--- src/core/fan_tach_consts.vh ---
// Behaviour
// RL1: Measure fan period by gated 8-bit count
// RL2: Monitor only when start=1, release=0
// RL3: Count from rising edge to next-but-one
// RL4: Store counts in readable speed registers
// RL5: Prescaler 1/2/4/8, default divide-by-two
// RL6: Period counter saturates at all ones
// RL7: Divisors in upper nibble, two bits each
// RL8: Single limit; status when count exceeds
// RL9: Fan sequence starts with analog, then independent
// RL10: Software waits three periods per fan
// RL11: Tamper pin active-high input, open-drain out
// RL12: Tamper status holds while latch high
// RL13: Clear bits pulse pin low, self-clear
// RL14: External latch resets on low level
// RL15: After store, compare, write status bit
// RL16: Mask bit one blocks status contribution
// RL17: OR unmasked status onto active-low alert
// RL18: Alert driven only if enabled, not released
// RL19: Status read returns contents then clears
// RL20: Release bit stops loop, deasserts alert
// RL21: Synchronise tach inputs, detect rising edges
`ifndef FAN_TACH_CONSTS_VH
`define FAN_TACH_CONSTS_VH
`define ADDR_CONFIG        8'h40
`define ADDR_STATUS        8'h41
`define ADDR_MASK          8'h43
`define ADDR_DIVISOR       8'h47
`define ADDR_TAMPER_CLR    8'h46
`define ADDR_FIRST_TACH_INPUT_VALUE    8'h28
`define ADDR_SECOND_TACH_INPUT_VALUE    8'h29
`define ADDR_FIRST_TACH_INPUT_LIMIT    8'h3B
`define ADDR_SECOND_TACH_INPUT_LIMIT    8'h3C
`define CFG_START_BIT      0
`define CFG_ALERT_EN_BIT   1
`define CFG_RELEASE_BIT    3
`define CFG_TAMPER_CLR_BIT 6
`define TCLR_BIT           7
`define ST_FIRST_TACH_INPUT_BIT        0
`define ST_SECOND_TACH_INPUT_BIT        1
`define ST_TAMPER_BIT      2
`define CFG_RESET          8'h08
`define DIVISOR_RESET      8'h50
`define MASK_RESET         8'h00
`define OSC_HZ             22500
`define CLK_HZ             250000000
`define TAMPER_PULSE_MS    20
`define TAMPER_PULSE_CYC   ((`CLK_HZ / 1000) * `TAMPER_PULSE_MS)
`define OSC_DIV_CYC        (`CLK_HZ / `OSC_HZ)
`endif

--- src/core/fan_period_counter.v ---
`timescale 1ns/1ps
`default_nettype none
`include "fan_tach_consts.vh"
module fan_period_counter #(
   parameter WIDTH = 8
) (
   input  wire             core_clk_in,
   input  wire             rst_in,
   input  wire             run_in,
   input  wire             tach_in,
   input  wire             osc_tick_in,
   input  wire [1:0]       divisor_in,
   output reg  [WIDTH-1:0] count_out,
   output reg              done_out
);
   reg             sync1_r;
   reg             sync2_r;
   reg             prev_r;
   reg [1:0]       edges_r;
   reg [2:0]       pre_r;
   reg [WIDTH-1:0] cnt_r;
   wire            rise;
   wire            pre_tick;

   assign rise = sync2_r & ~prev_r; // RL21
   // Prescaler passes every 2^divisor-th oscillator tick
   assign pre_tick = osc_tick_in & ((pre_r & ((3'h1 << divisor_in) - 3'h1)) == 3'h0); // RL5

   always @(posedge core_clk_in) begin
      sync1_r <= tach_in; // RL21
      sync2_r <= sync1_r;
      prev_r  <= sync2_r;
      done_out <= 1'b0;
      if (rst_in) begin
         edges_r   <= 2'h0;
         pre_r     <= 3'h0;
         cnt_r     <= {WIDTH{1'b0}};
         count_out <= {WIDTH{1'b0}};
      end else if (!run_in) begin
         edges_r <= 2'h0; // RL2
         pre_r   <= 3'h0;
      end else begin
         if (osc_tick_in)
            pre_r <= pre_r + 3'h1;
         if (rise) begin
            if (edges_r == 2'h0) begin
               edges_r <= 2'h1; // RL3
               cnt_r   <= {WIDTH{1'b0}};
               pre_r   <= 3'h0;
            end else if (edges_r == 2'h1) begin
               edges_r <= 2'h2;
            end else begin
               edges_r   <= 2'h0; // RL3
               count_out <= cnt_r; // RL4
               done_out  <= 1'b1;
            end
         end else if (edges_r != 2'h0 && pre_tick && cnt_r != {WIDTH{1'b1}}) begin
            cnt_r <= cnt_r + 1'b1; // RL1 RL6
         end
      end
   end
endmodule
`default_nettype wire

--- src/core/fan_tach_tamper_alert_logic.v ---
`timescale 1ns/1ps
`default_nettype none
`include "fan_tach_consts.vh"
module fan_tach_tamper_alert_logic #(
   parameter TAMPER_PULSE_CYC = `TAMPER_PULSE_CYC,
   parameter OSC_DIV_CYC      = `OSC_DIV_CYC
) (
   input  wire       core_clk_in,
   input  wire       rst_in,
   input  wire [7:0] addr_in,
   input  wire [7:0] wdata_in,
   input  wire       wr_in,
   input  wire       rd_in,
   output reg  [7:0] rdata_out,
   input  wire       first_tach_input_in,
   input  wire       second_tach_input_in,
   input  wire       tamper_pin_in,
   output wire       tamper_pin_out,
   output wire       tamper_pin_oe_out,
   output wire       alert_n_out,
   output wire       alert_n_oe_out
);
   reg  [7:0]  cfg_r;
   reg  [7:0]  div_r;
   reg  [7:0]  mask_r;
   reg  [7:0]  status_r;
   reg  [7:0]  status_nxt;
   reg  [7:0]  lim1_r;
   reg  [7:0]  lim2_r;
   reg         tclr_r;
   reg  [31:0] osc_cnt_r;
   reg         osc_tick_r;
   reg  [31:0] pulse_cnt_r;
   reg         pulse_state_r;
   reg         t_sync1_r;
   reg         t_sync2_r;
   reg  [7:0]  rd_sel;
   reg         first_tach_input_hit;
   reg         second_tach_input_hit;
   reg         tamper_set;
   wire        run;
   wire [7:0]  cnt1;
   wire [7:0]  cnt2;
   wire        done1;
   wire        done2;
   wire        pulse_busy;
   wire        clr_req;
   wire        rd_status;
   wire        wr_cfg;
   wire        wr_div;
   wire        wr_mask;
   wire        wr_lim1;
   wire        wr_lim2;
   wire        wr_tclr;
   wire [7:0]  unmasked;
   wire        alert_allowed;

   localparam PULSE_IDLE = 1'b0;
   localparam PULSE_LOW  = 1'b1;

   // Address compare shared by the write, read and clear paths
   function addr_is;
      input [7:0] addr;
      input [7:0] target;
      begin
         addr_is = (addr == target);
      end
   endfunction

   // Period grows as speed falls, so a slow fan shows a count above its limit
   function over_limit;
      input [7:0] count;
      input [7:0] limit;
      begin
         over_limit = (count > limit);
      end
   endfunction

   // A fresh hardware result beats a read-clear in the same cycle
   function status_bit;
      input update;
      input value;
      input rd_clear;
      input current;
      begin
         if (update)
            status_bit = value;
         else if (rd_clear)
            status_bit = 1'b0;
         else
            status_bit = current;
      end
   endfunction

   // Fan and analog sequences share only this start condition
   assign run = cfg_r[`CFG_START_BIT] & ~cfg_r[`CFG_RELEASE_BIT]; // RL2 RL9 RL20

   // Oscillator tick made from the core clock, so no second clock domain exists
   always @(posedge core_clk_in) begin
      if (rst_in) begin
         osc_cnt_r  <= 32'h0000_0000;
         osc_tick_r <= 1'b0;
      end else if (osc_cnt_r == OSC_DIV_CYC - 1) begin
         osc_cnt_r  <= 32'h0000_0000;
         osc_tick_r <= 1'b1;
      end else begin
         osc_cnt_r  <= osc_cnt_r + 32'h0000_0001;
         osc_tick_r <= 1'b0;
      end
   end

   fan_period_counter #(.WIDTH(8)) u_first_tach_input (
      .core_clk_in (core_clk_in),
      .rst_in      (rst_in),
      .run_in      (run),
      .tach_in     (first_tach_input_in),
      .osc_tick_in (osc_tick_r),
      .divisor_in  (div_r[5:4]), // RL7
      .count_out   (cnt1),
      .done_out    (done1)
   );

   fan_period_counter #(.WIDTH(8)) u_second_tach_input (
      .core_clk_in (core_clk_in),
      .rst_in      (rst_in),
      .run_in      (run),
      .tach_in     (second_tach_input_in),
      .osc_tick_in (osc_tick_r),
      .divisor_in  (div_r[7:6]), // RL7
      .count_out   (cnt2),
      .done_out    (done2)
   );

   always @(posedge core_clk_in) begin
      if (rst_in) begin
         t_sync1_r <= 1'b0;
         t_sync2_r <= 1'b0;
      end else begin
         t_sync1_r <= tamper_pin_in; // RL11
         t_sync2_r <= t_sync1_r;
      end
   end

   assign wr_cfg  = wr_in && addr_is(addr_in, `ADDR_CONFIG);
   assign wr_div  = wr_in && addr_is(addr_in, `ADDR_DIVISOR);
   assign wr_mask = wr_in && addr_is(addr_in, `ADDR_MASK);
   assign wr_lim1 = wr_in && addr_is(addr_in, `ADDR_FIRST_TACH_INPUT_LIMIT);
   assign wr_lim2 = wr_in && addr_is(addr_in, `ADDR_SECOND_TACH_INPUT_LIMIT);
   assign wr_tclr = wr_in && addr_is(addr_in, `ADDR_TAMPER_CLR);

   assign clr_req = (wr_cfg && wdata_in[`CFG_TAMPER_CLR_BIT]) ||
                    (wr_tclr && wdata_in[`TCLR_BIT]);
   assign pulse_busy = (pulse_state_r == PULSE_LOW);

   // A clear during a pulse restarts it, so the low time never falls short
   always @(posedge core_clk_in) begin
      if (rst_in) begin
         pulse_state_r <= PULSE_IDLE;
         pulse_cnt_r   <= 32'h0000_0000;
      end else begin
         case (pulse_state_r)
            PULSE_IDLE: begin
               if (clr_req) begin
                  pulse_state_r <= PULSE_LOW;
                  pulse_cnt_r   <= TAMPER_PULSE_CYC; // RL13
               end
            end
            PULSE_LOW: begin
               if (clr_req) begin
                  pulse_cnt_r <= TAMPER_PULSE_CYC; // RL13
               end else if (pulse_cnt_r <= 32'h0000_0001) begin
                  pulse_state_r <= PULSE_IDLE;
                  pulse_cnt_r   <= 32'h0000_0000;
               end else begin
                  pulse_cnt_r <= pulse_cnt_r - 32'h0000_0001;
               end
            end
            default: begin
               pulse_state_r <= PULSE_IDLE;
               pulse_cnt_r   <= 32'h0000_0000;
            end
         endcase
      end
   end

   assign tamper_pin_out    = 1'b0;
   assign tamper_pin_oe_out = pulse_busy; // RL13 RL14

   assign rd_status = rd_in && addr_is(addr_in, `ADDR_STATUS);

   // Tamper status is held off while our own pulse pulls the pin low
   always @* begin
      first_tach_input_hit   = over_limit(cnt1, lim1_r); // RL8
      second_tach_input_hit   = over_limit(cnt2, lim2_r); // RL8
      tamper_set = t_sync2_r & ~pulse_busy; // RL11 RL12
      status_nxt = 8'h00;
      status_nxt[`ST_FIRST_TACH_INPUT_BIT] = status_bit(done1, first_tach_input_hit, rd_status,
                                            status_r[`ST_FIRST_TACH_INPUT_BIT]); // RL15 RL19
      status_nxt[`ST_SECOND_TACH_INPUT_BIT] = status_bit(done2, second_tach_input_hit, rd_status,
                                            status_r[`ST_SECOND_TACH_INPUT_BIT]); // RL15 RL19
      status_nxt[`ST_TAMPER_BIT] = status_bit(tamper_set, 1'b1, rd_status,
                                              status_r[`ST_TAMPER_BIT]); // RL12
   end

   always @(posedge core_clk_in) begin
      if (rst_in)
         status_r <= 8'h00;
      else
         status_r <= status_nxt;
   end

   // Release starts set, so monitoring and the alert stay off until started
   always @(posedge core_clk_in) begin
      if (rst_in) begin
         cfg_r <= `CFG_RESET;
      end else if (wr_cfg) begin
         cfg_r <= wdata_in & 8'h4B;
      end else begin
         cfg_r[`CFG_TAMPER_CLR_BIT] <= 1'b0; // RL13
      end
   end

   // Lower nibble is not ours; only the divisor fields are kept
   always @(posedge core_clk_in) begin
      if (rst_in) begin
         div_r <= `DIVISOR_RESET; // RL5
      end else if (wr_div) begin
         div_r <= {wdata_in[7:4], 4'h0}; // RL7
      end
   end

   always @(posedge core_clk_in) begin
      if (rst_in) begin
         mask_r <= `MASK_RESET;
      end else if (wr_mask) begin
         mask_r <= wdata_in & 8'h07; // RL16
      end
   end

   always @(posedge core_clk_in) begin
      if (rst_in) begin
         lim1_r <= 8'hFF;
      end else if (wr_lim1) begin
         lim1_r <= wdata_in;
      end
   end

   always @(posedge core_clk_in) begin
      if (rst_in) begin
         lim2_r <= 8'hFF;
      end else if (wr_lim2) begin
         lim2_r <= wdata_in;
      end
   end

   // Clear bit stands for one cycle only, the pulse itself is timed elsewhere
   always @(posedge core_clk_in) begin
      if (rst_in) begin
         tclr_r <= 1'b0;
      end else if (wr_tclr) begin
         tclr_r <= wdata_in[`TCLR_BIT]; // RL13
      end else begin
         tclr_r <= 1'b0;
      end
   end

   always @* begin
      rd_sel = 8'h00;
      case (addr_in)
         `ADDR_CONFIG: begin
            rd_sel = cfg_r;
         end
         `ADDR_STATUS: begin
            rd_sel = status_r; // RL19
         end
         `ADDR_MASK: begin
            rd_sel = mask_r;
         end
         `ADDR_DIVISOR: begin
            rd_sel = div_r;
         end
         `ADDR_TAMPER_CLR: begin
            rd_sel = {tclr_r, 7'h00};
         end
         `ADDR_FIRST_TACH_INPUT_VALUE: begin
            rd_sel = cnt1; // RL4
         end
         `ADDR_SECOND_TACH_INPUT_VALUE: begin
            rd_sel = cnt2; // RL4
         end
         `ADDR_FIRST_TACH_INPUT_LIMIT: begin
            rd_sel = lim1_r;
         end
         `ADDR_SECOND_TACH_INPUT_LIMIT: begin
            rd_sel = lim2_r;
         end
         default: begin
            rd_sel = 8'h00;
         end
      endcase
   end

   // Read data stand for one cycle only; idle bus reads as zero
   always @(posedge core_clk_in) begin
      if (rst_in) begin
         rdata_out <= 8'h00;
      end else if (rd_in) begin
         rdata_out <= rd_sel;
      end else begin
         rdata_out <= 8'h00;
      end
   end

   // Open-drain alert: drive low when any unmasked status bit is set while enabled and not released
   assign unmasked       = status_r & ~mask_r; // RL16
   assign alert_allowed  = cfg_r[`CFG_ALERT_EN_BIT] & ~cfg_r[`CFG_RELEASE_BIT]; // RL18 RL20
   assign alert_n_out    = 1'b0;
   assign alert_n_oe_out = (|unmasked) & alert_allowed; // RL17
endmodule
`default_nettype wire

--- config.mk ---
export PLATFORM = sky130hd
export DESIGN_NAME = fan_tach_tamper_alert_logic
export DESIGN_NICKNAME = d
export VERILOG_FILES = /design/src/core/fan_period_counter.v /design/src/core/fan_tach_tamper_alert_logic.v
export VERILOG_INCLUDE_DIRS = /design/src /design/src/core
export SDC_FILE = /design/constraint.sdc
export NUM_CORES = 1
export LEC_CHECK = 0
export BUFFER_PORTS_ARGS = -buffer_cell sky130_fd_sc_hd__buf_2
export CORE_MARGIN = 10
export CORE_UTILIZATION = 40
export CTS_BUF_LIST = sky130_fd_sc_hd__clkbuf_4 sky130_fd_sc_hd__clkbuf_8
export DETAILED_ROUTE_END_ITERATION = 8
export PLACE_DENSITY = 0.66
export SETUP_SLACK_MARGIN = 0.15
export SLEW_MARGIN = 20
export SYNTH_ARGS = -nofsm -noshare
export SYNTH_HDL_FRONTEND = slang
export SYNTH_SLANG_ARGS = --single-unit
export TNS_END_PERCENT = 20
--- constraint.sdc ---
create_clock -name core_clk_in -period 2.7 [get_ports core_clk_in]
set_clock_uncertainty 0.1 [all_clocks]
set_input_delay 0.27 -clock core_clk_in [delete_from_list [all_inputs] [get_ports core_clk_in]]
set_output_delay 0.27 -clock core_clk_in [all_outputs]
set_load 0.01 [all_outputs]
# [Word level (Yosys, flattened, before mapping)]
# Index checks and enable logic that the tools add are counted.
[word_totals] memories=0 ff_bits=162 mem_bits_ro=0 wordCells=159 out_inout_bits=12 ram_bits=0 latchBits=0
[classes] n_shift=2 n_reduce_logical=37 mul=0 magnitude_cmp=3 div=0 addsub=8 n_eq_ne=17 mux=32 bitwise=26
[ops] operator="32-bit 2-to-1 mux" n=3
[ops] operator="8-bit one-hot mux with 9 select lines" n=1
[ops] operator="32-bit one-hot mux with 2 select lines" n=1
[ops] operator="8-bit 2-to-1 mux" n=6
[ops] operator="8-bit by 7-bit equality test with 1-bit output, second input constant" n=5
[ops] operator="32-bit by 1-bit adder with 32-bit output, second input constant" n=1
[ops] operator="32-bit by 14-bit equality test with 1-bit output, second input constant" n=1
[ops] operator="8-bit by 6-bit equality test with 1-bit output, second input constant" n=4
[ops] operator="32-bit by 1-bit less-or-equal comparator with 1-bit output, second input constant" n=1
[ops] operator="32-bit by 1-bit subtractor with 32-bit output, second input constant" n=1
[ops] operator="3-bit 2-to-1 mux" n=6
[ops] operator="8-bit by 1-bit adder with 8-bit output, second input constant" n=2
[ops] operator="8-bit greater-than comparator" n=2
[ops] operator="8-bit != test, second input constant" n=2
[ops] operator="1-bit NOT" n=14
[ops] operator="2-bit nonzero test" n=7
[ops] operator="1-bit logical AND" n=13
[ops] operator="1-bit 2-to-1 mux" n=10
[ops] operator="2-bit OR reduction" n=5
[ops] operator="1-bit AND" n=8
[ops] operator="8-bit AND" n=1
[ops] operator="2-bit 2-to-1 mux" n=4
[ops] operator="3-bit NOT with 8-bit output" n=1
[ops] operator="4-bit AND reduction" n=2
[ops] operator="other kinds (13)" n=24

# [Logic depth before layout (Yosys ltp)]
# Gate-level depths: netlist of the first run.
[depth] ltp_word=9 ltp_mapped=10 depth_no_buf=8

# [Cells and area by module]
# From an unflattened synthesis of the first run, not the netlist that was laid out.
[hier_totals] hier_cells=954 hier_area_um2=7892.6
[modules_own_cells] mod="fan_tach_tamper_alert_logic" cells_per_inst=674 n_inst=1 area_each_um2=5570.3 seq_area_each_um2=2142.1
[modules_own_cells] mod="fan_period_counter" cells_per_inst=140 n_inst=2 area_each_um2=1161.1 seq_area_each_um2=500.5

# [Worst setup path after synthesis of the first run]
# No wires, ideal clock.
[synth_timing] kind="register to register" startpoint="reg pulse_cnt_r[10]" endpoint="reg pulse_cnt_r[22]" n_path_buf=0 t_arrival_ps=2196 required_time_ps=2526 setup_slack_ps=330 stages_incl_launch_ff=7 cell_sequence="dfxtp_1 -> or4_4 -> nor3b_4 -> nand3_4 -> or4_1 -> or3_1 -> a31oi_1"
[synth_between] elab_chain_cells=4 elab_cells_between_ends=5
[synth_rtl] element="from (decl)" line_no="fan_tach_tamper_alert_logic.v:33" text="reg [31:0] pulse_cnt_r;"
[synth_rtl] element="from (signal assigned)" line_no="fan_tach_tamper_alert_logic.v:175" text="pulse_cnt_r <= pulse_cnt_r - 32'h0000_0001;"
[synth_rtl] element="32-bit by 1-bit subtractor with 32-bit output or 32-bit by 1-bit less-or-equal comparator with 1-bit output (tied branches)" line_no="fan_tach_tamper_alert_logic.v:175, fan_tach_tamper_alert_logic.v:171"
[synth_rtl] element="32-bit 2-to-1 mux *" line_no="fan_tach_tamper_alert_logic.v:171" text="end else if (pulse_cnt_r <= 32'h0000_0001) begin"
[synth_rtl] element="32-bit 2-to-1 mux *" line_no="fan_tach_tamper_alert_logic.v:169" text="if (clr_req) begin"
[synth_rtl] element="32-bit one-hot mux with 2 select lines *" line_no="fan_tach_tamper_alert_logic.v:161" text="case (pulse_state_r)"
# Mark *: on every way between the ends. The rest lies on a longest branch, timed or not.
# A chain may end at the register's enable or synchronous reset.

# [Worst setup path after layout of the first run]
# Ends and elaborated chain as after synthesis.

==> results of run 1 <==
-- per-stage QoR --
step | instance area, sq um | hold slack, ns | worst slack [ns]
final | 8440 | 0.0298 | 0.232
after global routing | 8440 | 0.0147 | 0.0979
after CTS | 8420 | 0.00566 | 0.164
after detailed placement | 7900 | 0.214 | 0.144
after global placement | 7900 | 0.211 | 0.208
after floorplan | 7400 | 0.198 | 0.330
-- Yosys cell counts (8+ instances only) --
cell type	number	area, sq um
sky130_fd_sc_hd__a31oi_1	15	93.8
sky130_fd_sc_hd__nor3_1	23	115
sky130_fd_sc_hd__o211ai_1	12	90.1
sky130_fd_sc_hd__dfxtp_1	157	3140
sky130_fd_sc_hd__clkbuf_1	31	116
sky130_fd_sc_hd__nor2_1	109	409
sky130_fd_sc_hd__nand3_1	54	270
sky130_fd_sc_hd__nand2_1	73	274
sky130_fd_sc_hd__xor2_1	16	140
sky130_fd_sc_hd__a21o_1	12	90.1
sky130_fd_sc_hd__and2_1	8	50.1
sky130_fd_sc_hd__o22ai_1	9	56.3
sky130_fd_sc_hd__inv_1	32	120
sky130_fd_sc_hd__nand2b_1	9	56.3
sky130_fd_sc_hd__ha_1	24	300
sky130_fd_sc_hd__nand4_1	17	106
sky130_fd_sc_hd__a21oi_1	42	210
sky130_fd_sc_hd__mux2i_1	26	260
sky130_fd_sc_hd__nor4_1	13	81.3
sky130_fd_sc_hd__and3_1	18	113
sky130_fd_sc_hd__o21ai_0	23	115
sky130_fd_sc_hd__nor2b_1	15	93.8
sky130_fd_sc_hd__nor3b_1	9	67.6
sky130_fd_sc_hd__xnor2_1	19	166
-- worst max-delay path, stage by stage, from the launching register on --
cell                      delay, ns
sky130_fd_sc_hd__dfxtp_2       0.35
sky130_fd_sc_hd__or4_4         0.57
sky130_fd_sc_hd__nor3b_4       0.34
sky130_fd_sc_hd__nand3_4       0.12
sky130_fd_sc_hd__or4_4         0.43
sky130_fd_sc_hd__or3_1         0.32
sky130_fd_sc_hd__a31oi_1       0.16
-- logic make-up (layout without fill, tap and decap cells) --
kind of cell               after synthesis  count (layout)  share of synthesized area, %
other                                    1               2                        0.0507
and+or+nand+nor                        390             390                          26.9
xor gates and xnor gates                35              35                          4.14
muxes                                   30              30                          4.13
buffers and inverters                   71             135                          3.87
adders and majority gates               24              24                          4.06
AOI/OAI and AO/OA                      160             160                          14.4
DFF                                    157             157                          42.5
-- layer usage --
layer  track usage [%]  share of wire, %  vias to the layer above
met1              20.0                50                     2988
met4              5.13               1.2                        0
li1                  -                 -                     3230
met2              22.2                44                      137
met5                 0                 0                        -
met3              3.42               4.6                       19
-- power by group through the flow --
stage / clock (mW) / combinational [mW] / sequential [mW]
after detailed placement: 0 / 0.338 / 2.40
after global routing: 2.00 / 0.402 / 2.36
after global placement: 0 / 0.339 / 2.40
after CTS: 1.91 / 0.353 / 2.35
after floorplan: 0 / 0.237 / 2.40
final: 1.86 / 0.361 / 2.35
-- cell type report --
type,count,area (sq um),area share (%)
Clock buffer,17,234,2.77
Clock inverter,15,185,2.19
Inverter,32,120,1.42
Multi-Input combinational cell,641,3990,47.3
Sequential cell,157,3150,37.3
Tap cell,229,287,3.39
Timing Repair Buffer,71,478,5.66
-- worst paths after layout --
check                         startpoint  slack, ns                          end
min                          wdata_in[6]       0.03                     cfg_r[6]
min reg2reg  u_second_tach_input.sync1_r       0.23  u_second_tach_input.sync2_r
max                      pulse_cnt_r[10]       0.23              pulse_cnt_r[22]
max reg2reg              pulse_cnt_r[10]       0.23              pulse_cnt_r[22]
-- registers in the layout (all words and copies together) (netlist names), 4 cells and up --
| name | count |
|---|---|
| osc_cnt_r | 32 |
| pulse_cnt_r | 32 |
| lim1_r | 8 |
| lim2_r | 8 |
| rdata_out | 8 |
| u_first_tach_input.cnt_r | 8 |
| u_first_tach_input.count_out | 8 |
| u_second_tach_input.cnt_r | 8 |
| u_second_tach_input.count_out | 8 |
| cfg_r | 4 |
| div_r | 4 |
-- what timing repair did --
item / in CTS / in global routing
setup endpoints to repair: 2 / 2
resized for setup: 1 / 4
hold buffers: 10 / 0
hold endpoints to repair: 22 / 0
setup buffers: 0 / 1
pin swaps: 0 / 3
==> metrics.txt, run 1 <==
# TYPE chip_impl_metric gauge
chip_impl_metric{name="power_frac_seq",unit="%"} 51.4
chip_impl_metric{name="dpl.hpwl",unit="um"} 12600
chip_impl_metric{name="place.gp.congestion",unit=""} 0.847
chip_impl_metric{name="ctsHtreeMaxLevel",unit=""} 4
chip_impl_metric{name="diodes",unit=""} 0
chip_impl_metric{name="hold_violations",unit=""} 0
chip_impl_metric{name="drt_iter0_drc",unit=""} 369
chip_impl_metric{name="worst_slew_margin_rel",unit="%"} 47.1
chip_impl_metric{name="worst_hold_path_cell_count",unit=""} 2
chip_impl_metric{name="drc_errors_left",unit=""} 0
chip_impl_metric{name="synth.yosys.warnings",unit=""} 0
chip_impl_metric{name="detail_route.wirelength",unit="um"} 17700
chip_impl_metric{name="power_per_cell_area",unit="nW/um^2"} 542
chip_impl_metric{name="grt_pass1_vias",unit=""} 5927
chip_impl_info{name="classification_of_the_worst_setup_path",value="reg2reg"} 1
chip_impl_metric{name="power.share.combinational",unit="%"} 7.9
chip_impl_metric{name="timing_max_transition_violations_final",unit=""} 0
chip_impl_info{name="hp-class",value="in2reg"} 1
chip_impl_metric{name="synth_seq_cells",unit=""} 157
chip_impl_metric{name="wire_per_inst",unit="um"} 15.2
chip_impl_metric{name="syn2layout_area_growth",unit="%"} 14.0
chip_impl_metric{name="firstDrtPassIters",unit=""} 5
chip_impl_metric{name="cp.required",unit="ns"} 2.98
chip_impl_info{name="clock_tree_from_tritoncts",value="built"} 1
chip_impl_metric{name="post_route_cells_drive_above_1_share",unit="%"} 12.1
chip_impl_metric{name="switching_share",unit="%"} 25.6
chip_impl_metric{name="antenna_violating_nets_post_route",unit=""} 0
chip_impl_metric{name="netSwitchingPower",unit="mW"} 1.17
chip_impl_metric{name="path_max_fanout",unit=""} 7
chip_impl_metric{name="setup_total_neg_slack",unit="ns"} 0
chip_impl_metric{name="share_of_the_yosys_chip_area_belonging_to_registers",unit="%"} 42.5
chip_impl_metric{name="worstMarginPinSlew",unit="ns"} 0.792
chip_impl_metric{name="cts_inserted_buffers",unit=""} 17
chip_impl_info{name="final_cell_mix",value="sky130_fd_sc_hd__dfxtp_1, sky130_fd_sc_hd__nor2_1, sky130_fd_sc_hd__nand2_1, sky130_fd_sc_hd__nand3_1, sky130_fd_sc_hd__a21oi_1"} 1
chip_impl_metric{name="yosys.cell_types.count",unit=""} 61
chip_impl_metric{name="core-area",unit="sq um"} 18100
chip_impl_metric{name="layout.filler_cells",unit=""} 1772
chip_impl_metric{name="cts_sinks",unit=""} 157
chip_impl_metric{name="synth_edf_count",unit=""} 0
chip_impl_metric{name="rows",unit=""} 49
chip_impl_metric{name="cts.reportedPaths.clkPinSlew",unit="ns"} 0.10
chip_impl_metric{name="grt_start_max_net_pins",unit=""} 50
chip_impl_info{name="kind_of_capture_point_of_the_worst_setup_path",value="flip-flop"} 1
chip_impl_metric{name="io-pin-count",unit=""} 35
chip_impl_metric{name="max_clock_freq",unit="GHz"} 0.405
chip_impl_info{name="cts-root-buf",value="sky130_fd_sc_hd__clkbuf_8"} 1
chip_impl_metric{name="io_buffers",unit=""} 32
chip_impl_metric{name="setup-violations-final",unit=""} 0
chip_impl_metric{name="globalRoute.totalOverflow",unit=""} 0
chip_impl_metric{name="global_route_wire_length_before_repair",unit="um"} 29500
chip_impl_metric{name="power.leakage",unit="nW"} 3.44
chip_impl_metric{name="period_share",unit="%"} 91.4
chip_impl_info{name="start_kind",value="flip-flop"} 1
chip_impl_metric{name="die-width",unit="um"} 156
chip_impl_metric{name="placed_cells_incl_taps",unit=""} 1119
chip_impl_metric{name="number_of_antenna_violations_at_the_first_check_in_global_routing",unit=""} 0
chip_impl_info{name="run_status",value="finished, final reports clean"} 1
chip_impl_metric{name="final_util",unit="%"} 46.7
chip_impl_metric{name="vdd.ir_drop.worst",unit="uV"} 283
chip_impl_metric{name="die-height",unit="um"} 156
chip_impl_info{name="unrepaired_setup_endpoints_after_global_routing",value="true"} 1
chip_impl_metric{name="syn_area_per_cell",unit="sq um"} 8.53
chip_impl_metric{name="power.total",unit="mW"} 4.57
chip_impl_metric{name="post_synth_instance_area",unit="sq um"} 7400
chip_impl_metric{name="initial_standard_cell_utilization_of_the_core",unit="%"} 40.9
chip_impl_metric{name="route.vias.total",unit=""} 6374
chip_impl_metric{name="async_reset_ff_share",unit="%"} 0
chip_impl_metric{name="design.die.area",unit="sq um"} 24300
chip_impl_metric{name="power.internal",unit="mW"} 3.40
chip_impl_metric{name="final_period_minus_worst_setup_slack",unit="ns"} 2.47
chip_impl_metric{name="netlist_instances",unit=""} 868
chip_impl_metric{name="route.detailed.vias_per_inst",unit=""} 5.49
chip_impl_metric{name="critPathArrivalTime",unit="ns"} 2.75
chip_impl_metric{name="clockBufferDepth",unit=""} 2
chip_impl_info{name="yosys_most_used_dff",value="sky130_fd_sc_hd__dfxtp_1"} 1
chip_impl_metric{name="max-cap-violations",unit=""} 0
chip_impl_metric{name="clk_latency",unit="ns"} 0.47
chip_impl_metric{name="reg2reg_depth",unit=""} 6
chip_impl_metric{name="finish.net_count",unit=""} 967
chip_impl_info{name="layout_commonest_cell",value="sky130_fd_sc_hd__dfxtp_1"} 1
chip_impl_metric{name="power.clock.fraction",unit="%"} 40.7
chip_impl_metric{name="final_cell_count_without_fillers",unit=""} 1162
chip_impl_metric{name="gr-usage-all-layers",unit="%"} 14.6
No activity file was read; power rests on OpenSTA's default activity.
==> run 2, diff against run 1 <==
--- a/config.mk
+++ b/config.mk
@@ -6,11 +6,13 @@
 export SDC_FILE = /design/constraint.sdc
 export NUM_CORES = 1
 export LEC_CHECK = 0
+export ABC_CLOCK_PERIOD_IN_PS = 2700
 export BUFFER_PORTS_ARGS = -buffer_cell sky130_fd_sc_hd__buf_2
 export CORE_MARGIN = 10
 export CORE_UTILIZATION = 40
 export CTS_BUF_LIST = sky130_fd_sc_hd__clkbuf_4 sky130_fd_sc_hd__clkbuf_8
 export DETAILED_ROUTE_END_ITERATION = 8
+export HOLD_SLACK_MARGIN = 0.03
 export PLACE_DENSITY = 0.66
 export SETUP_SLACK_MARGIN = 0.15
 export SLEW_MARGIN = 20
==> run 2 against run 1 <==
Sequential power barely moved. Cell area rose by 0.24%. Clock power barely moved. Total power barely moved. Hold slack improved by 0.15 ns. Clock-buffer cell count did not move. Routed wire length barely moved. Cell count rose by 0.17%. Worst setup slack barely moved. Critical path type unchanged. Largest power group unchanged. Die area did not move.
==> metrics.txt, run 2 (same netlist as run 1, synthesis figures left out) <==
# TYPE chip_impl_metric gauge
chip_impl_metric{name="cts.reportedPaths.clkPinSlew",unit="ns"} 0.08
chip_impl_info{name="kind_of_capture_point_of_the_worst_setup_path",value="flip-flop"} 1
chip_impl_metric{name="die-width",unit="um"} 156
chip_impl_metric{name="dpl.hpwl",unit="um"} 12600
chip_impl_metric{name="diodes",unit=""} 0
chip_impl_metric{name="detail_route.wirelength",unit="um"} 17700
chip_impl_metric{name="grt_start_max_net_pins",unit=""} 50
chip_impl_metric{name="gr-usage-all-layers",unit="%"} 14.7
chip_impl_metric{name="clockBufferDepth",unit=""} 2
chip_impl_info{name="worstReg2RegEnd",value="pulse_cnt_r[22]"} 1
chip_impl_info{name="start_kind",value="flip-flop"} 1
chip_impl_metric{name="ctsHtreeMaxLevel",unit=""} 4
chip_impl_metric{name="die-height",unit="um"} 156
chip_impl_info{name="final_cell_mix",value="sky130_fd_sc_hd__dfxtp_1, sky130_fd_sc_hd__nor2_1, sky130_fd_sc_hd__nand2_1, sky130_fd_sc_hd__nand3_1, sky130_fd_sc_hd__a21oi_1"} 1
chip_impl_info{name="endpoint",value="pulse_cnt_r[22]"} 1
chip_impl_metric{name="design.die.area",unit="sq um"} 24300
chip_impl_info{name="cts-root-buf",value="sky130_fd_sc_hd__clkbuf_8"} 1
chip_impl_metric{name="worst_slew_margin_rel",unit="%"} 47.4
chip_impl_metric{name="power.internal",unit="mW"} 3.40
chip_impl_metric{name="switching_share",unit="%"} 25.6
chip_impl_metric{name="post_route_cells_drive_above_1_share",unit="%"} 12.1
chip_impl_metric{name="drt_iter0_drc",unit=""} 369
chip_impl_info{name="layout_commonest_cell",value="sky130_fd_sc_hd__dfxtp_1"} 1
chip_impl_metric{name="route.vias.total",unit=""} 6350
chip_impl_metric{name="antenna_violating_nets_post_route",unit=""} 0
chip_impl_metric{name="power_frac_seq",unit="%"} 51.4
chip_impl_metric{name="initial_standard_cell_utilization_of_the_core",unit="%"} 40.9
chip_impl_metric{name="setup-violations-final",unit=""} 0
chip_impl_metric{name="register_to_register_setup_slack",unit="ns"} 0.23
chip_impl_metric{name="wire_per_inst",unit="um"} 15.2
chip_impl_metric{name="syn2layout_area_growth",unit="%"} 14.3
chip_impl_info{name="clock_tree_from_tritoncts",value="built"} 1
chip_impl_metric{name="critPathArrivalTime",unit="ns"} 2.75
chip_impl_metric{name="max_clock_freq",unit="GHz"} 0.405
chip_impl_metric{name="setup_total_neg_slack",unit="ns"} 0
chip_impl_metric{name="rows",unit=""} 49
chip_impl_info{name="reg2reg_from",value="pulse_cnt_r[10]"} 1
chip_impl_metric{name="route.detailed.vias_per_inst",unit=""} 5.46
chip_impl_metric{name="core-area",unit="sq um"} 18100
chip_impl_info{name="run_status",value="finished, final reports clean"} 1
chip_impl_metric{name="place.gp.congestion",unit=""} 0.847
chip_impl_metric{name="netSwitchingPower",unit="mW"} 1.17
chip_impl_metric{name="grt_pass1_vias",unit=""} 5937
chip_impl_metric{name="power.share.combinational",unit="%"} 7.9
chip_impl_metric{name="worstMarginPinSlew",unit="ns"} 0.789
chip_impl_metric{name="firstDrtPassIters",unit=""} 5
chip_impl_metric{name="final_period_minus_worst_setup_slack",unit="ns"} 2.47
chip_impl_metric{name="max-cap-violations",unit=""} 0
chip_impl_metric{name="path_max_fanout",unit=""} 7
chip_impl_info{name="reg_top3",value="osc_cnt_r (32), pulse_cnt_r (32)"} 1
chip_impl_metric{name="globalRoute.totalOverflow",unit=""} 0
chip_impl_metric{name="reg2reg_depth",unit=""} 6
chip_impl_metric{name="placement.cell_area",unit="sq um"} 7900
chip_impl_metric{name="period_share",unit="%"} 91.4
chip_impl_metric{name="number_of_antenna_violations_at_the_first_check_in_global_routing",unit=""} 0
chip_impl_metric{name="drc_errors_left",unit=""} 0
chip_impl_metric{name="timing_max_transition_violations_final",unit=""} 0
chip_impl_metric{name="finish.instance_area",unit="sq um"} 8460
chip_impl_metric{name="vdd.ir_drop.worst",unit="uV"} 284
chip_impl_metric{name="cts_inserted_buffers",unit=""} 17
chip_impl_metric{name="cp.required",unit="ns"} 2.98
chip_impl_metric{name="clk_latency",unit="ns"} 0.47
chip_impl_info{name="hp-class",value="in2reg"} 1
chip_impl_metric{name="io-pin-count",unit=""} 35
chip_impl_metric{name="power_per_cell_area",unit="nW/um^2"} 540
chip_impl_info{name="classification_of_the_worst_setup_path",value="reg2reg"} 1
chip_impl_metric{name="cts_sinks",unit=""} 157
chip_impl_info{name="unrepaired_setup_endpoints_after_global_routing",value="true"} 1
chip_impl_metric{name="finish.net_count",unit=""} 969
chip_impl_metric{name="power.leakage",unit="nW"} 3.45
chip_impl_metric{name="io_buffers",unit=""} 32
chip_impl_metric{name="power.clock.fraction",unit="%"} 40.6
chip_impl_metric{name="hold_violations",unit=""} 0
chip_impl_info{name="crit_start",value="pulse_cnt_r[10]"} 1
chip_impl_metric{name="global_route_wire_length_before_repair",unit="um"} 29500
-- run 2: changes by cell type in the layout (fill, tap and decap cells not counted) --
cell / before / now
sky130_fd_sc_hd__dlygate4sd3_1: 10 / 12
-- run 2: what timing repair did --
action | 4_1_cts | 5_1_grt
buffers inserted | 0 | 1
resized for setup | 1 | 4
hold buffers | 12 | 0
endpoints found under the setup margin | 2 | 2
pin swaps | 0 | 3
hold endpoints to repair | 28 | 0
-- run 2: power by group through the flow --
stage,combinational (mW),sequential [mW],clock (mW)
finish,0.363,2.35,1.86
global route,0.404,2.36,2.00
CTS,0.355,2.35,1.91
detailed placement,0.338,2.40,0
global placement,0.339,2.40,0
floorplan,0.237,2.40,0
-- run 2: final cells by class --
class                      instances  area (sq um)
fill                            1769          9630
multi-input combinational        641          3990
sequential                       157          3150
timing repair buffer              73           498
tap                              229           287
clock buffer                      17           234
clock inverter                    15           185
inverter                          32           120
-- run 2: layer usage --
| metal | part of all wire (%) | routed length (um) | up-vias | global-route usage (%) |
|---|---|---|---|---|
| li1 | - | - | 3236 | - |
| met1 | 50 | 8790 | 2951 | 20.0 |
| met2 | 44 | 7730 | 144 | 22.2 |
| met3 | 5.1 | 893 | 19 | 3.42 |
| met4 | 1.3 | 233 | 0 | 5.13 |
| met5 | 0 | 0 | - | 0 |
-- run 2: metrics by stage --
step                total power, mW  hold WS (ns)  utilization [%]  instances  setup WS [ns]
finish                         4.57         0.181             46.8       1164          0.232
global route                   4.76         0.188             46.8       1164         0.0979
global placement               2.74         0.211             43.7       1119          0.208
floorplan                      2.64         0.198                -        869          0.330
detailed placement             2.74         0.214             43.7       1119          0.144
CTS                            4.62         0.138             46.7       1163          0.164
-- run 2: worst min path at each step --
| stage | from | end | cells past startpoint |
|---|---|---|---|
| after CTS | addr_in[0] | tclr_r | 3 |
| after detailed placement | u_second_tach_input.sync1_r | u_second_tach_input.sync2_r | 0 |
| after floorplan | first_tach_input_in | u_first_tach_input.sync1_r | 0 |
| after global placement | u_second_tach_input.sync1_r | u_second_tach_input.sync2_r | 0 |
| final | addr_in[0] | tclr_r | 3 |
| after global routing | rd_in | status_r[2] | 4 |
-- run 2: worst max-delay path, cell delays in order (launching register included) --
cell                      delay (ns)
sky130_fd_sc_hd__dfxtp_2        0.35
sky130_fd_sc_hd__or4_4          0.57
sky130_fd_sc_hd__nor3b_4        0.35
sky130_fd_sc_hd__nand3_4        0.11
sky130_fd_sc_hd__or4_4          0.43
sky130_fd_sc_hd__or3_1          0.32
sky130_fd_sc_hd__a31oi_1        0.16
==> run 3, diff against run 2 <==
==> constraint.sdc (replaced) <==
create_clock -name core_clk_in -period 2.7 [get_ports core_clk_in]
set_clock_uncertainty 0.1 [all_clocks]
set_input_delay 0.54 -clock core_clk_in [delete_from_list [all_inputs] [get_ports core_clk_in]]
set_output_delay 0.54 -clock core_clk_in [all_outputs]
set_load 0.01 [all_outputs]
==> run 3 against run 2 <==
Register-to-register slack improved by 0.05 ns. Fmax is 2.3% higher. Sequential power about the same. Hold slack worse by 0.11 ns. Via count is 0.54% lower. Die area is the same. Combinational power fell by 2%. Critical endpoint is now pulse_cnt_r[18]. Largest cell class unchanged. Highest routed layer unchanged.
==> metrics.txt, run 3 (same netlist as run 1, synthesis figures left out) <==
# TYPE chip_impl_metric gauge
chip_impl_metric{name="power.share.combinational",unit="%"} 8.0
chip_impl_metric{name="period_share",unit="%"} 89.4
chip_impl_metric{name="route.detailed.vias_per_inst",unit=""} 5.46
chip_impl_info{name="start_kind",value="flip-flop"} 1
chip_impl_metric{name="power.internal",unit="mW"} 3.27
chip_impl_info{name="endpoint",value="pulse_cnt_r[18]"} 1
chip_impl_info{name="clock_tree_from_tritoncts",value="built"} 1
chip_impl_metric{name="max_clock_freq",unit="GHz"} 0.414
chip_impl_metric{name="finish.instance_area",unit="sq um"} 8330
chip_impl_metric{name="max-cap-violations",unit=""} 0
chip_impl_metric{name="setup_total_neg_slack",unit="ns"} 0
chip_impl_metric{name="timing_max_transition_violations_final",unit=""} 0
chip_impl_metric{name="power.clock.fraction",unit="%"} 39.4
chip_impl_metric{name="post_route_cells_drive_above_1_share",unit="%"} 12.3
chip_impl_info{name="final_cell_mix",value="sky130_fd_sc_hd__dfxtp_1, sky130_fd_sc_hd__nor2_1, sky130_fd_sc_hd__nand2_1, sky130_fd_sc_hd__nand3_1, sky130_fd_sc_hd__a21oi_1"} 1
chip_impl_metric{name="gr-usage-all-layers",unit="%"} 14.4
chip_impl_metric{name="antenna_violating_nets_post_route",unit=""} 0
chip_impl_metric{name="placement.cell_area",unit="sq um"} 7930
chip_impl_metric{name="layout.filler_cells",unit=""} 1771
chip_impl_metric{name="globalRoute.totalOverflow",unit=""} 0
chip_impl_metric{name="global_route_wire_length_before_repair",unit="um"} 29100
chip_impl_metric{name="detail_route.wirelength",unit="um"} 17200
chip_impl_metric{name="final_period_minus_worst_setup_slack",unit="ns"} 2.41
chip_impl_metric{name="io-pin-count",unit=""} 35
chip_impl_metric{name="cts.reportedPaths.clkPinSlew",unit="ns"} 0.10
chip_impl_metric{name="cts.repair_timing.setup_buffer_count",unit=""} 0
chip_impl_metric{name="firstDrtPassIters",unit=""} 5
chip_impl_metric{name="place.gp.congestion",unit=""} 0.847
chip_impl_metric{name="route.vias.total",unit=""} 6316
chip_impl_metric{name="setup-violations-final",unit=""} 0
chip_impl_metric{name="design.die.area",unit="sq um"} 24300
chip_impl_metric{name="grt_start_max_net_pins",unit=""} 50
chip_impl_info{name="crit_start",value="pulse_cnt_r[2]"} 1
chip_impl_metric{name="clockBufferDepth",unit=""} 2
chip_impl_metric{name="rows",unit=""} 49
chip_impl_metric{name="clk_latency",unit="ns"} 0.47
chip_impl_metric{name="register_to_register_setup_slack",unit="ns"} 0.29
chip_impl_info{name="hp-class",value="in2reg"} 1
chip_impl_metric{name="core-area",unit="sq um"} 18100
chip_impl_info{name="cts-root-buf",value="sky130_fd_sc_hd__clkbuf_8"} 1
chip_impl_metric{name="worstMarginPinSlew",unit="ns"} 0.838
chip_impl_metric{name="cp.required",unit="ns"} 2.93
chip_impl_info{name="layout_commonest_cell",value="sky130_fd_sc_hd__dfxtp_1"} 1
chip_impl_metric{name="vdd.ir_drop.worst",unit="uV"} 324
chip_impl_metric{name="netSwitchingPower",unit="mW"} 1.20
chip_impl_metric{name="ctsHtreeMaxLevel",unit=""} 4
chip_impl_info{name="reg2reg_from",value="pulse_cnt_r[2]"} 1
chip_impl_info{name="reg_top3",value="osc_cnt_r (32), pulse_cnt_r (32)"} 1
chip_impl_metric{name="power_frac_seq",unit="%"} 52.6
chip_impl_info{name="unrepaired_setup_endpoints_after_global_routing",value="false"} 1
chip_impl_info{name="run_status",value="finished, final reports clean"} 1
chip_impl_metric{name="diodes",unit=""} 0
chip_impl_metric{name="finish.net_count",unit=""} 961
chip_impl_metric{name="grt_pass1_vias",unit=""} 5974
chip_impl_metric{name="io_buffers",unit=""} 32
chip_impl_metric{name="drt_iter0_drc",unit=""} 382
chip_impl_metric{name="dpl.hpwl",unit="um"} 12300
chip_impl_info{name="classification_of_the_worst_setup_path",value="reg2reg"} 1
chip_impl_metric{name="die-width",unit="um"} 156
chip_impl_metric{name="switching_share",unit="%"} 26.8
chip_impl_metric{name="drc_errors_left",unit=""} 0
chip_impl_metric{name="wire_per_inst",unit="um"} 14.9
chip_impl_metric{name="hold_violations",unit=""} 0
chip_impl_metric{name="cts_inserted_buffers",unit=""} 17
chip_impl_metric{name="die-height",unit="um"} 156
chip_impl_info{name="kind_of_capture_point_of_the_worst_setup_path",value="flip-flop"} 1
chip_impl_metric{name="worst_slew_margin_rel",unit="%"} 44.1
chip_impl_metric{name="critPathArrivalTime",unit="ns"} 2.64
chip_impl_metric{name="path_max_fanout",unit=""} 8
chip_impl_info{name="worstReg2RegEnd",value="pulse_cnt_r[18]"} 1
chip_impl_metric{name="initial_standard_cell_utilization_of_the_core",unit="%"} 40.9
chip_impl_metric{name="number_of_antenna_violations_at_the_first_check_in_global_routing",unit=""} 0
chip_impl_metric{name="syn2layout_area_growth",unit="%"} 12.6
chip_impl_metric{name="power_per_cell_area",unit="nW/um^2"} 536
chip_impl_metric{name="cts_sinks",unit=""} 157
chip_impl_metric{name="power.leakage",unit="nW"} 3.40
chip_impl_metric{name="reg2reg_depth",unit=""} 7
## run 3: metrics by stage
stage / power, mW / std cells / hold WS (ns) / utilization (%) / worst slack, ns
after floorplan: 2.64 / 869 / 0.210 / - / 0.261
after global routing: 4.64 / 1156 / 0.0441 / 46.1 / 0.157
final: 4.46 / 1156 / 0.0729 / 46.1 / 0.287
after global placement: 2.75 / 1124 / 0.212 / 43.9 / -0.0935
after CTS: 4.49 / 1156 / 0.0497 / 46.1 / 0.286
after detailed placement: 2.75 / 1124 / 0.213 / 43.9 / -0.135
## run 3: how the worst min path moves through the flow
stage                     cells past startpoint                         from                           to
after detailed placement                      0  u_second_tach_input.sync1_r  u_second_tach_input.sync2_r
after global placement                        0  u_second_tach_input.sync1_r  u_second_tach_input.sync2_r
after floorplan                               0   u_first_tach_input.sync1_r   u_first_tach_input.sync2_r
final                                         1          first_tach_input_in   u_first_tach_input.sync1_r
after CTS                                     1          first_tach_input_in   u_first_tach_input.sync1_r
after global routing                          1          first_tach_input_in   u_first_tach_input.sync1_r
## run 3: power by group through the flow
stage	Combinational (mW)	Clock, mW	Sequential (mW)
after floorplan	0.237	0	2.40
after global placement	0.348	0	2.40
after detailed placement	0.348	0	2.40
after CTS	0.353	1.79	2.35
after global routing	0.394	1.89	2.35
final	0.356	1.76	2.35
## run 3: critical path: stages, from the launching register on
cell	delay, ns
sky130_fd_sc_hd__dfxtp_1	0.37
sky130_fd_sc_hd__or4_1	0.56
sky130_fd_sc_hd__nor3_1	0.43
sky130_fd_sc_hd__and4_2	0.34
sky130_fd_sc_hd__buf_4	0.17
sky130_fd_sc_hd__a21oi_1	0.04
sky130_fd_sc_hd__o21ai_0	0.15
sky130_fd_sc_hd__a31oi_1	0.10
## run 3: layer usage
metal / vias to the layer above / GRT usage, % / part of all wire [%]
li1: 3222 / - / -
met1: 2938 / 20.1 / 50
met2: 132 / 21.0 / 43
met3: 24 / 3.64 / 5.9
met4: 0 / 5.13 / 1.5
met5: - / 0 / 0
## run 3: layout make-up
type | count | area (sq um) | area share (%)
Clock buffer | 19 | 262 | 3.14
Tap cell | 229 | 287 | 3.44
Multi-Input combinational cell | 641 | 3990 | 47.8
Clock inverter | 13 | 129 | 1.55
Timing Repair Buffer | 65 | 408 | 4.89
Sequential cell | 157 | 3140 | 37.7
Inverter | 32 | 120 | 1.44
## run 3: repair_timing
item,4_1_cts,5_1_grt
setup endpoints to repair,2,1
gates resized for setup,1,1
hold buffers,0,0
